[src/core/pdsc_defs.svh]
`ifndef PDSC_DEFS_SVH
`define PDSC_DEFS_SVH

// ****************************************************************
// Register map
// ****************************************************************
`define PDSC_ADDR_W 8
`define PDSC_OFS_CTRL 8'h00
`define PDSC_OFS_STATUS 8'h04
`define PDSC_CTRL_RESET 32'h00000001
`define PDSC_CTRL_TYPE2_CAP 0
`define PDSC_CTRL_SW_OFF 1
`define PDSC_ST_STATE_LSB 0
`define PDSC_ST_TYPE2 4
`define PDSC_ST_THERM 5
`define PDSC_ST_PASS 6
`define PDSC_ST_LOCAL 7
`define PDSC_ST_LIMHI 8

// ****************************************************************
// Comparator flag positions
// ****************************************************************
`define PDSC_NFLAG 11
`define PDSC_F_ABOVE_RESET 0
`define PDSC_F_IN_CLASS 1
`define PDSC_F_IN_MARK 2
`define PDSC_F_ABOVE_CLASS 3
`define PDSC_F_ON_LEVEL 4
`define PDSC_F_UVLO 5
`define PDSC_F_OVER_CUR 6
`define PDSC_F_TEMP_HOT 7
`define PDSC_F_TEMP_COOL 8
`define PDSC_F_LOCAL 9
`define PDSC_F_LIMIT_SEL 10

`endif

[src/core/pdsc_pkg.sv]
package pdsc_pkg;
  typedef enum logic [2:0] {
    PDSC_RESET,
    PDSC_DETECT,
    PDSC_CLASS,
    PDSC_IDLE,
    PDSC_ON
  } pdsc_state_t;
endpackage

[src/core/pdsc_sync_if.sv]
`timescale 1ns/1ps
`include "pdsc_defs.svh"

interface pdsc_sync_if;
  logic [`PDSC_NFLAG-1:0] raw;
  logic [`PDSC_NFLAG-1:0] sync;
  modport src(output raw, input sync);
  modport dst(input raw, output sync);
endinterface

[src/core/pdsc_ctrl.sv]
// Function
// - Five states: reset, detect, class, idle, on
// - Reset state disables resistors, pass transistor, maintain-power signature; clears classification
// - Below reset floor: reset, power off
// - Detection connects signature resistor
// - Signature resistor released after detection
// - Class window terminated in class resistor
// - Accept one- and two-event classification
// - Class resistor released after classification
// - Idle with monitoring only until full power
// - On-level input enters on, enables converter
// - On state presents maintain-power signature
// - Undervoltage turns pass transistor off
// - Limit select picks 350 or 720 mA; 720 mA only while the type 2 capable control bit is set
// - Local power ignores current limit select
// - Thermal shutdown at hot, restore when cool
// - Indicator low in reset, detect, class unless local power is detected
// - Indicator high after two-event classification
// - Indicator held until reset or power-down
// - Type 1 source keeps indicator low unless local power is detected
// - Local power turns pass transistor off
// - Indicator also readable as register bit
//
// The APB slave port and the address map were decided locally.
`timescale 1ns/1ps
`include "pdsc_defs.svh"

module pdsc_ctrl
  import pdsc_pkg::*;
(
  input wire logic pclk,
  input wire logic presetn,
  input wire logic psel,
  input wire logic penable,
  input wire logic pwrite,
  input wire logic [`PDSC_ADDR_W-1:0] paddr,
  input wire logic [31:0] pwdata,
  output logic [31:0] prdata,
  output logic pready,
  output logic pslverr,
  input wire logic vin_above_reset,
  input wire logic vin_in_class,
  input wire logic vin_in_mark,
  input wire logic vin_above_class,
  input wire logic vin_on_level,
  input wire logic uvlo_low,
  input wire logic over_current,
  input wire logic temp_hot,
  input wire logic temp_cool,
  input wire logic local_power_detect,
  input wire logic current_limit_select,
  output logic signature_resistor_pin_en,
  output logic class_resistor_en,
  output logic pass_fet_on,
  output logic pass_fet_throttle,
  output logic current_limit_high,
  output logic cable_limit_active,
  output logic mps_enable,
  output logic dcdc_enable,
  output logic monitor_only,
  output logic thermal_shutdown,
  output logic type2_power_indicator
);

  // ****************************************************************
  // Flag synchronisation
  // ****************************************************************
  pdsc_sync_if flag_bus ();
  logic [`PDSC_NFLAG-1:0] s;
  logic vin_mark_w;

  assign flag_bus.raw = {current_limit_select, local_power_detect, temp_cool, temp_hot,
                         over_current, uvlo_low, vin_on_level, vin_above_class,
                         vin_mark_w, vin_in_class, vin_above_reset};
  assign vin_mark_w = vin_in_mark;
  assign s = flag_bus.sync;

  pdsc_sync2 u_sync (
    .pclk(pclk),
    .presetn(presetn),
    .flags(flag_bus.dst)
  );

  // ****************************************************************
  // Register bus
  // ****************************************************************
  logic [31:0] ctrl_ff;
  logic [31:0] prdata_ff;
  logic pready_ff;
  logic pslverr_ff;
  logic [31:0] status_w;
  logic setup_w;
  logic access_w;
  logic mapped_w;
  pdsc_state_t state_ff;
  logic type2_ff;
  logic therm_ff;
  logic ind_ff;
  logic pass_ff;
  logic limhi_ff;

  assign setup_w = psel && !penable;
  assign access_w = psel && penable && pready_ff;
  assign mapped_w = (paddr == `PDSC_OFS_CTRL) || (paddr == `PDSC_OFS_STATUS);

  always_comb begin
    status_w = '0;
    status_w[`PDSC_ST_STATE_LSB +: 3] = state_ff;
    status_w[`PDSC_ST_TYPE2] = ind_ff;
    status_w[`PDSC_ST_THERM] = therm_ff;
    status_w[`PDSC_ST_PASS] = pass_ff;
    status_w[`PDSC_ST_LOCAL] = s[`PDSC_F_LOCAL];
    status_w[`PDSC_ST_LIMHI] = limhi_ff;
  end

  // Zero-wait slave: data and error settle in setup, ready in access
  always_ff @(posedge pclk or negedge presetn) begin
    if (!presetn) begin
      prdata_ff <= 32'h00000000;
      pready_ff <= 1'b0;
      pslverr_ff <= 1'b0;
    end else begin
      pready_ff <= setup_w;
      pslverr_ff <= setup_w && !mapped_w;
      if (setup_w && !pwrite) begin
        if (paddr == `PDSC_OFS_CTRL) begin
          prdata_ff <= ctrl_ff;
        end else if (paddr == `PDSC_OFS_STATUS) begin
          prdata_ff <= status_w;
        end else begin
          prdata_ff <= 32'h00000000;
        end
      end
    end
  end

  // Only two control bits are kept; the rest read as zero
  always_ff @(posedge pclk or negedge presetn) begin
    if (!presetn) begin
      ctrl_ff <= `PDSC_CTRL_RESET;
    end else if (access_w && pwrite && paddr == `PDSC_OFS_CTRL) begin
      ctrl_ff <= {30'h00000000, pwdata[1:0]};
    end
  end

  assign prdata = prdata_ff;
  assign pready = pready_ff;
  assign pslverr = pslverr_ff;

  // ****************************************************************
  // Operating state machine
  // ****************************************************************
  pdsc_state_t nxt_state;
  logic [1:0] events_ff;
  logic mark_ff;

  always_comb begin
    nxt_state = state_ff;
    case (state_ff)
      PDSC_RESET: begin
        if (s[`PDSC_F_ABOVE_RESET]) nxt_state = PDSC_DETECT;
      end
      PDSC_DETECT: begin
        if (s[`PDSC_F_IN_CLASS]) nxt_state = PDSC_CLASS;
        else if (s[`PDSC_F_ABOVE_CLASS]) nxt_state = PDSC_IDLE;
      end
      PDSC_CLASS: begin
        if (s[`PDSC_F_ABOVE_CLASS]) nxt_state = PDSC_IDLE;
      end
      PDSC_IDLE: begin
        if (s[`PDSC_F_ON_LEVEL]) nxt_state = PDSC_ON;
      end
      PDSC_ON: begin
        // Dropping out of on is the power-down event
        if (s[`PDSC_F_UVLO]) nxt_state = PDSC_IDLE;
      end
      default: nxt_state = PDSC_RESET;
    endcase
    if (!s[`PDSC_F_ABOVE_RESET]) nxt_state = PDSC_RESET;
  end

  always_ff @(posedge pclk or negedge presetn) begin
    if (!presetn) begin
      state_ff <= PDSC_RESET;
    end else begin
      state_ff <= nxt_state;
    end
  end

  // Class event counter; a class window that follows a mark is event two
  always_ff @(posedge pclk or negedge presetn) begin
    if (!presetn) begin
      events_ff <= 2'h0;
      mark_ff <= 1'b0;
    end else if (state_ff == PDSC_RESET) begin
      events_ff <= 2'h0;
      mark_ff <= 1'b0;
    end else if (state_ff == PDSC_DETECT && nxt_state == PDSC_CLASS) begin
      events_ff <= 2'h1;
      mark_ff <= 1'b0;
    end else if (state_ff == PDSC_CLASS) begin
      if (s[`PDSC_F_IN_MARK]) mark_ff <= 1'b1;
      if (mark_ff && s[`PDSC_F_IN_CLASS]) events_ff <= 2'h2;
    end
  end

  // ****************************************************************
  // Type 2 indication
  // ****************************************************************
  logic t2_set_w;
  logic t2_clr_w;

  assign t2_set_w = state_ff == PDSC_CLASS && nxt_state == PDSC_IDLE && events_ff == 2'h2
                    && ctrl_ff[`PDSC_CTRL_TYPE2_CAP];
  assign t2_clr_w = state_ff == PDSC_RESET || (state_ff == PDSC_ON && s[`PDSC_F_UVLO]);

  // Set wins over clear so a completing classification is never lost
  always_ff @(posedge pclk or negedge presetn) begin
    if (!presetn) begin
      type2_ff <= 1'b0;
    end else if (t2_set_w) begin
      type2_ff <= 1'b1;
    end else if (t2_clr_w) begin
      type2_ff <= 1'b0;
    end
  end

  always_ff @(posedge pclk or negedge presetn) begin
    if (!presetn) begin
      ind_ff <= 1'b0;
    end else begin
      ind_ff <= s[`PDSC_F_LOCAL] || type2_ff;
    end
  end

  // ****************************************************************
  // Thermal hysteresis
  // ****************************************************************
  always_ff @(posedge pclk or negedge presetn) begin
    if (!presetn) begin
      therm_ff <= 1'b0;
    end else if (s[`PDSC_F_TEMP_HOT]) begin
      therm_ff <= 1'b1;
    end else if (s[`PDSC_F_TEMP_COOL]) begin
      therm_ff <= 1'b0;
    end
  end

  // ****************************************************************
  // Power path outputs
  // ****************************************************************
  logic sig_ff;
  logic cls_ff;
  logic thr_ff;
  logic climact_ff;
  logic mps_ff;
  logic dcdc_ff;
  logic mon_ff;
  logic fet_ok_w;

  assign fet_ok_w = state_ff == PDSC_ON && !s[`PDSC_F_UVLO] && !therm_ff
                    && !s[`PDSC_F_LOCAL] && !ctrl_ff[`PDSC_CTRL_SW_OFF];

  always_ff @(posedge pclk or negedge presetn) begin
    if (!presetn) begin
      sig_ff <= 1'b0;
      cls_ff <= 1'b0;
      pass_ff <= 1'b0;
      thr_ff <= 1'b0;
      mps_ff <= 1'b0;
      dcdc_ff <= 1'b0;
      mon_ff <= 1'b0;
    end else begin
      sig_ff <= state_ff == PDSC_DETECT;
      cls_ff <= state_ff == PDSC_CLASS && s[`PDSC_F_IN_CLASS];
      pass_ff <= fet_ok_w;
      thr_ff <= fet_ok_w && s[`PDSC_F_OVER_CUR];
      mps_ff <= state_ff == PDSC_ON;
      // Local supply feeds the converter directly, still under thermal guard
      dcdc_ff <= !therm_ff && (fet_ok_w || s[`PDSC_F_LOCAL]);
      mon_ff <= state_ff == PDSC_IDLE;
    end
  end

  // Cable limit only matters while cable power is in use
  always_ff @(posedge pclk or negedge presetn) begin
    if (!presetn) begin
      climact_ff <= 1'b0;
      limhi_ff <= 1'b0;
    end else begin
      climact_ff <= !s[`PDSC_F_LOCAL];
      limhi_ff <= !s[`PDSC_F_LOCAL] && s[`PDSC_F_LIMIT_SEL]
                  && ctrl_ff[`PDSC_CTRL_TYPE2_CAP];
    end
  end

  assign signature_resistor_pin_en = sig_ff;
  assign class_resistor_en = cls_ff;
  assign pass_fet_on = pass_ff;
  assign pass_fet_throttle = thr_ff;
  assign current_limit_high = limhi_ff;
  assign cable_limit_active = climact_ff;
  assign mps_enable = mps_ff;
  assign dcdc_enable = dcdc_ff;
  assign monitor_only = mon_ff;
  assign thermal_shutdown = therm_ff;
  assign type2_power_indicator = ind_ff;
endmodule

[src/core/pdsc_sync2.sv]
`timescale 1ns/1ps
`include "pdsc_defs.svh"

// ****************************************************************
// Two-stage synchroniser for the comparator flags
// ****************************************************************
module pdsc_sync2 (
  input wire logic pclk,
  input wire logic presetn,
  pdsc_sync_if.dst flags
);
  logic [`PDSC_NFLAG-1:0] meta_ff;
  logic [`PDSC_NFLAG-1:0] sync_ff;

  // First stage is read only by the second stage
  always_ff @(posedge pclk or negedge presetn) begin
    if (!presetn) begin
      meta_ff <= '0;
      sync_ff <= '0;
    end else begin
      meta_ff <= flags.raw;
      sync_ff <= meta_ff;
    end
  end

  assign flags.sync = sync_ff;
endmodule

[config.mk]
export PLATFORM = sky130hd
export DESIGN_NAME = pdsc_ctrl
export DESIGN_NICKNAME = d
export VERILOG_FILES = /design/src/core/pdsc_pkg.sv /design/src/core/pdsc_sync_if.sv /design/src/core/pdsc_ctrl.sv /design/src/core/pdsc_sync2.sv
export VERILOG_INCLUDE_DIRS = /design/src /design/src/core
export SDC_FILE = /design/constraint.sdc
export NUM_CORES = 1
export LEC_CHECK = 0
export ABC_AREA = 1
export BUFFER_PORTS_ARGS = -buffer_cell sky130_fd_sc_hd__buf_2
export CORE_AREA = 2 2 71 73
export CTS_CLUSTER_DIAMETER = 50
export DETAILED_ROUTE_END_ITERATION = 10
export DIE_AREA = 0 0 73 75
export PLACE_DENSITY_LB_ADDON = 0.08
export SLEW_MARGIN = 20
export SYNTH_ARGS = -nofsm -noshare
export SYNTH_HDL_FRONTEND = slang
export SYNTH_SLANG_ARGS = --single-unit
[constraint.sdc]
create_clock -name pclk -period 1.5 [get_ports pclk]
set_input_delay 0.225 -clock pclk [delete_from_list [all_inputs] [get_ports pclk]]
set_output_delay 0.225 -clock pclk [all_outputs]
set_load 0.05 [all_outputs]
== Word-level counts from Yosys, hierarchy flattened ==
Cells that the tools add are included.
W data, S select, Z words.
Word-level totals
  register bits: 76
  bits of input ports: 56
  output and inout bits: 45
  logic and storage cells: 91
Cells by class
  eq/ne operators: 8
  muxes and demuxes: 20
  reductions and logical operators: 42
Operator list (count)
  $mux W32: 1
  $logic_and A1 B1 Y1: 22
  $mux W3: 5
  $pmux W3 S5: 1
  $eq A3 B2 Y1 const B: 4
  $mux W9: 1
  $reduce_bool A3 Y1: 3
  $eq A8 B3 Y1 const B: 1
  $logic_not A8 Y1: 1
  $mux W1: 8
  $mux W2: 4
  $logic_not A1 Y1: 7
  $logic_or A1 B1 Y1: 4
  $reduce_and A2 Y1: 2
  $reduce_bool A2 Y1: 2
  $eq A3 B1 Y1 const B: 1
  $eq A3 B3 Y1 const B: 1
  $logic_not A3 Y1: 1
  $eq A2 B2 Y1 const B: 1

== Logic depth before layout (Yosys ltp) ==
  depth after elaboration: 9
  mapped depth: 9
  depth with buffers taken out: 9

== Cells and area by module ==
From an unflattened synthesis, not the netlist that was laid out.
Second synthesis, totals
  cell total of the unflattened synthesis: 189
  area total of the unflattened synthesis: 2033.2 µm²
Modules (own cells, without submodules)
  pdsc_ctrl: times used 1, cells an instance 167, area an instance 1482.7 µm², sequential area each 752.0 µm²
  pdsc_sync2: times used 1, cells an instance 22, area an instance 550.5 µm², sequential area each 550.5 µm²

== Least setup slack after synthesis ==
OpenSTA, ideal clock, no wires.
  path kind: flip-flop to flip-flop
  from: register state_ff[1]
  to: register mark_ff
  library setup time: 0.123 ns
  arrival: 1.136 ns
  required time: 1.377 ns
  setup slack: 0.241 ns
  stages on the path, launching flop included: 10
  buffers on the path: 1
  period minus slack after synthesis: 1.259 ns
  cells stage by stage: dfrtp_1 buf_2 nor2_2 nand3_1 nand2_1 nor2_1 nor2_2 nand3_1 nand2_1 nor2_1
On the way
  word-level cells in the longest chain between the ends: 8
  elaborated cells on any way between the ends: 18
  classes of those cells: 5 x eq/ne; 8 x mux; 5 x reduce/logical
RTL lines
  start, declared: line pdsc_ctrl.sv:95  | pdsc_state_t state_ff;
  start signal, assigned: line pdsc_ctrl.sv:186  | state_ff <= nxt_state;
  $mux W3: line pdsc_ctrl.sv:165, pdsc_ctrl.sv:168
  $mux W3: line pdsc_ctrl.sv:164  | if (s[`PDSC_F_IN_CLASS]) nxt_state = PDSC_CLASS;
  $pmux W3 S5 (*): line pdsc_ctrl.sv:159  | case (state_ff)
  $mux W3 (*): line pdsc_ctrl.sv:179  | if (!s[`PDSC_F_ABOVE_RESET]) nxt_state = PDSC_RESET;
  via nxt_state[1]: line pdsc_ctrl.sv:153  | pdsc_state_t nxt_state;
  $eq A3 B2 Y1 (*): line pdsc_ctrl.sv:198  | end else if (state_ff == PDSC_DETECT && nxt_state == PDSC_CLASS) begin
  $logic_and A1 B1 Y1 (*): line pdsc_ctrl.sv:198
  $reduce_bool A3 Y1 (no line) / $mux W1 (equally long branches)
  $reduce_and A2 Y1 (no line) / $mux W1 (equally long branches)
  end signal, assigned: line pdsc_ctrl.sv:197  | mark_ff <= 1'b0;
  end signal, assigned: line pdsc_ctrl.sv:200  | mark_ff <= 1'b0;
  end signal, assigned: line pdsc_ctrl.sv:202  | if (s[`PDSC_F_IN_MARK]) mark_ff <= 1'b1;
  end, declared: line pdsc_ctrl.sv:155  | logic mark_ff;
The timed path passes the listed nets; every way through them passes the cells marked *.
A chain may end at the register's enable or synchronous reset.

== Worst setup path after layout ==
  from: register state_ff[1]
  to: register type2_ff
On the way
  elaborated cells on any way between the ends: 19
  classes of those cells: 5 x eq/ne; 7 x mux; 7 x reduce/logical
RTL lines
  $eq A3 B3 Y1, or another cell as far along: line pdsc_ctrl.sv:159
  $pmux W3 S5 (*): line pdsc_ctrl.sv:159
  $mux W3 (*): line pdsc_ctrl.sv:179
  via nxt_state[0]: line pdsc_ctrl.sv:153
  $eq A3 B2 Y1 (*): line pdsc_ctrl.sv:213  | assign t2_set_w = state_ff == PDSC_CLASS && nxt_state == PDSC_IDLE && events_ff == 2'h2
  $logic_and A1 B1 Y1 (*) (3 in a row): line pdsc_ctrl.sv:213
  $mux W1 / $reduce_bool A2 Y1 (equally long branches)
  end signal, assigned: line pdsc_ctrl.sv:220  | type2_ff <= 1'b0;
  end signal, assigned: line pdsc_ctrl.sv:222  | type2_ff <= 1'b1;
  end signal, assigned: line pdsc_ctrl.sv:224  | type2_ff <= 1'b0;
  end, declared: line pdsc_ctrl.sv:96  | logic type2_ff;
Marked as above.

==> impl_metrics.tcl <==
set metrics [dict create \
    groute.usage.overall_pct 13.3 \
    layout.cells.non_filler 304 \
    vias 1314 \
    use_met2_pct 20.8 \
    placed_area_um2 2290 \
    num_io_pins 101 \
    nets 305 \
    antenna_found_initial 0 \
    mostFrequentLayoutCells "dfrtp_1, buf_2, nand2_1, conb_1" \
    cts_buffers 5 \
    layout_commonest_cell "dfrtp_1" \
    critPathArrivalTime_ns 1.57 \
    final_util_pct 52.5 \
    h-tree-depth 2 \
    drt_iter0_drc 44 \
    grt_max_degree 53 \
    core_um2 4660 \
    wirelength_um 3250 \
    grt_util_met3_pct 4.15 \
    dieArea_um2 5480 \
    worstSetupEndpoint "type2_ff$_DFFE_PN0P_" \
    seqCellArea_um2 1310 \
    die_y_um 75 \
    synth_top_flop_cell "dfrtp_1" \
    pwr-share-seq_pct 49.8 \
    yosys_warnings 0 \
    reg2reg_depth 8 \
    avgViaCountPerCell 4.32 \
    status "finished, final reports clean" \
    clock_latency_ns 0.30 \
    r2r_end "type2_ff$_DFFE_PN0P_" \
    power_density_nw_per_um2 1250 \
    async_flop_share_pct 100 \
    startpoint_type "flop" \
    p_leak_nw 1.34 \
    dp_hpwl_um 2450 \
    max_clock_freq_mhz 751 \
    die_w_um 73 \
    setup_viol 0 \
    syn_avg_cell_area_um2 10.7 \
    wire_per_inst_um 10.7 \
    synth_edf_count 0 \
    worstSetupStartpoint "state_ff[1]$_DFF_PN0_" \
    grt_overflow_total 0 \
    drc 0 \
    drive_gt1_share_pct 30.8 \
    hold_class "primary input to flop" \
    busiest_layer "met2" \
    io_buffer_count 46 \
    diodes 0 \
    r2r_slack_ns 0.17 \
    row_count 25 \
    r2r-start "state_ff[1]$_DFF_PN0_" \
    grt_pass1_vias 1247 \
    timing.hold.ws_ns 0.0266 \
    fin_crit_sh_pct 88.7 \
    clock_skew_ns 0.00425 \
    netlist_area_um2 2030 \
    swShare_pct 28.8 \
    routabilityCongestion 0.823 \
    combPwrFrac_pct 18.2 \
    path_max_fanout 6 \
    grtUsageMet1_pct 16.6 \
    cts_sinks 52 \
    fin_area_um2 2450 \
    clk_pin_slew_ns 0.09 \
    irDropWorstVdd_v 0.000706 \
    synthDistinctLibCells 29 \
    end_kind "flop" \
    ys_seq_area_share_pct 64.2 \
    ctsRootBufferMaster "clkbuf_8" \
    finalCriticalPeriod_ns 1.33 \
    power.switching_w 0.000878 \
    grt_pass1_wl_um 5450 \
    intPower_w 0.00218 \
    synthCells 189 \
    slew_violations 0 \
    maxCapViolations 0 \
    cts_tree "built" \
    place_inst 293 \
    drtPass1Iterations 4 \
    nFillCells 424 \
    areaGrowthSynthToFinish_pct 20.6 \
    start_util_pct 43.5 \
    critPathKind "flop to flop" \
    clockPowerShare_pct 32.0 \
    worstPathRequired_ns 1.74 \
    ys_ff_latch 52 \
    drtAntennaViolNets 0 \
    clockBufferDepth 2 \
    finalHoldViolations 0 \
    multi_input_area_um2 564 \
]
metrics by stage:
stage               TNS (ns)  worst slack, ns  power, W
floorplan                  0            0.241   0.00197
CTS                        0            0.110   0.00308
finish                     0            0.169   0.00305
global placement           0            0.117   0.00208
global route        -0.00332         -0.00332   0.00320
detailed placement         0            0.117   0.00208
cell families (layout without fill, tap and decap cells):
logic type,count (synthesis),after routing,share of synthesized area (%)
buffers and inverters,42,80,12.3
and+or+nand+nor,85,85,20.5
other,1,24,0.185
AOI/OAI and AO/OA,9,9,2.90
DFF,52,52,64.2
repair_timing:
| item | in CTS | in global routing |
|---|---|---|
| gates resized for setup | 0 | 2 |
| endpoints found under the hold margin | 51 | 0 |
| hold buffers | 1 | 0 |
| setup buffers | 0 | 2 |
| endpoints found under the setup margin | 0 | 3 |
critical path: stages, from the launching register on:
cell,delay [ns]
dfrtp_2,0.45
buf_12,0.15
nor3_4,0.20
nand2_1,0.08
nand2_1,0.06
nor2_1,0.05
nor2_1,0.13
nand3_1,0.10
nand2_1,0.06
cells in the mapped netlist (2+ instances only):
library cell	count	area, um^2
a21oi_1	2	10.0
buf_4	24	180
dfrtp_1	51	1280
inv_1	15	56.3
inv_2	2	7.51
nand2_1	34	128
nand3_1	17	85.1
nor2_1	17	63.8
nor2_2	2	12.5
nor3_1	2	10.0
nor3_4	2	32.5
or2_1	2	12.5
or2_2	3	18.8
worst min-delay path by stage:
stage / start / to / cells after the start
2_1_floorplan: presetn / cable_limit_active$_DFF_PN0_ / 0
3_3_place_gp: presetn / pslverr$_DFF_PN0_ / 2
3_5_place_dp: presetn / prdata[8]$_DFFE_PN0P_ / 2
4_1_cts: current_limit_select / u_sync.meta_ff[10]$_DFF_PN0_ / 1
5_1_grt: vin_above_reset / u_sync.meta_ff[0]$_DFF_PN0_ / 1
6_report: current_limit_select / u_sync.meta_ff[10]$_DFF_PN0_ / 1
power groups by stage:
stage | registers [W] | logic, W | clock network, W
6_report | 0.00152 | 0.000555 | 0.000979
5_1_grt | 0.00153 | 0.000604 | 0.00106
4_1_cts | 0.00153 | 0.000530 | 0.00102
3_5_place_dp | 0.00156 | 0.000526 | 0
3_3_place_gp | 0.00155 | 0.000526 | 0
2_1_floorplan | 0.00164 | 0.000333 | 0
sequential cells by signal, indices dropped and copies added, names as in the netlist, 2 cells and up:
name	count
events_ff	2
u_sync.meta_ff	11
u_sync.flags.sync	11
ctrl_ff	2
state_ff	3
prdata	8
per-layer routing:
layer,up-vias,share of wire [%]
met5,-,0
met4,0,1.5
met3,4,6.7
met2,56,44
met1,590,48
li1,664,-
cell type report:
cell class / count / area share [%]
clock buffers: 6 / 3.37
clock inverters: 2 / 1.58
inverters: 17 / 2.61
multi-input cells: 118 / 23.1
flip-flops and latches: 52 / 53.3
well taps: 54 / 2.76
repair buffers: 55 / 13.3
Power figures use the tool's default switching activity.
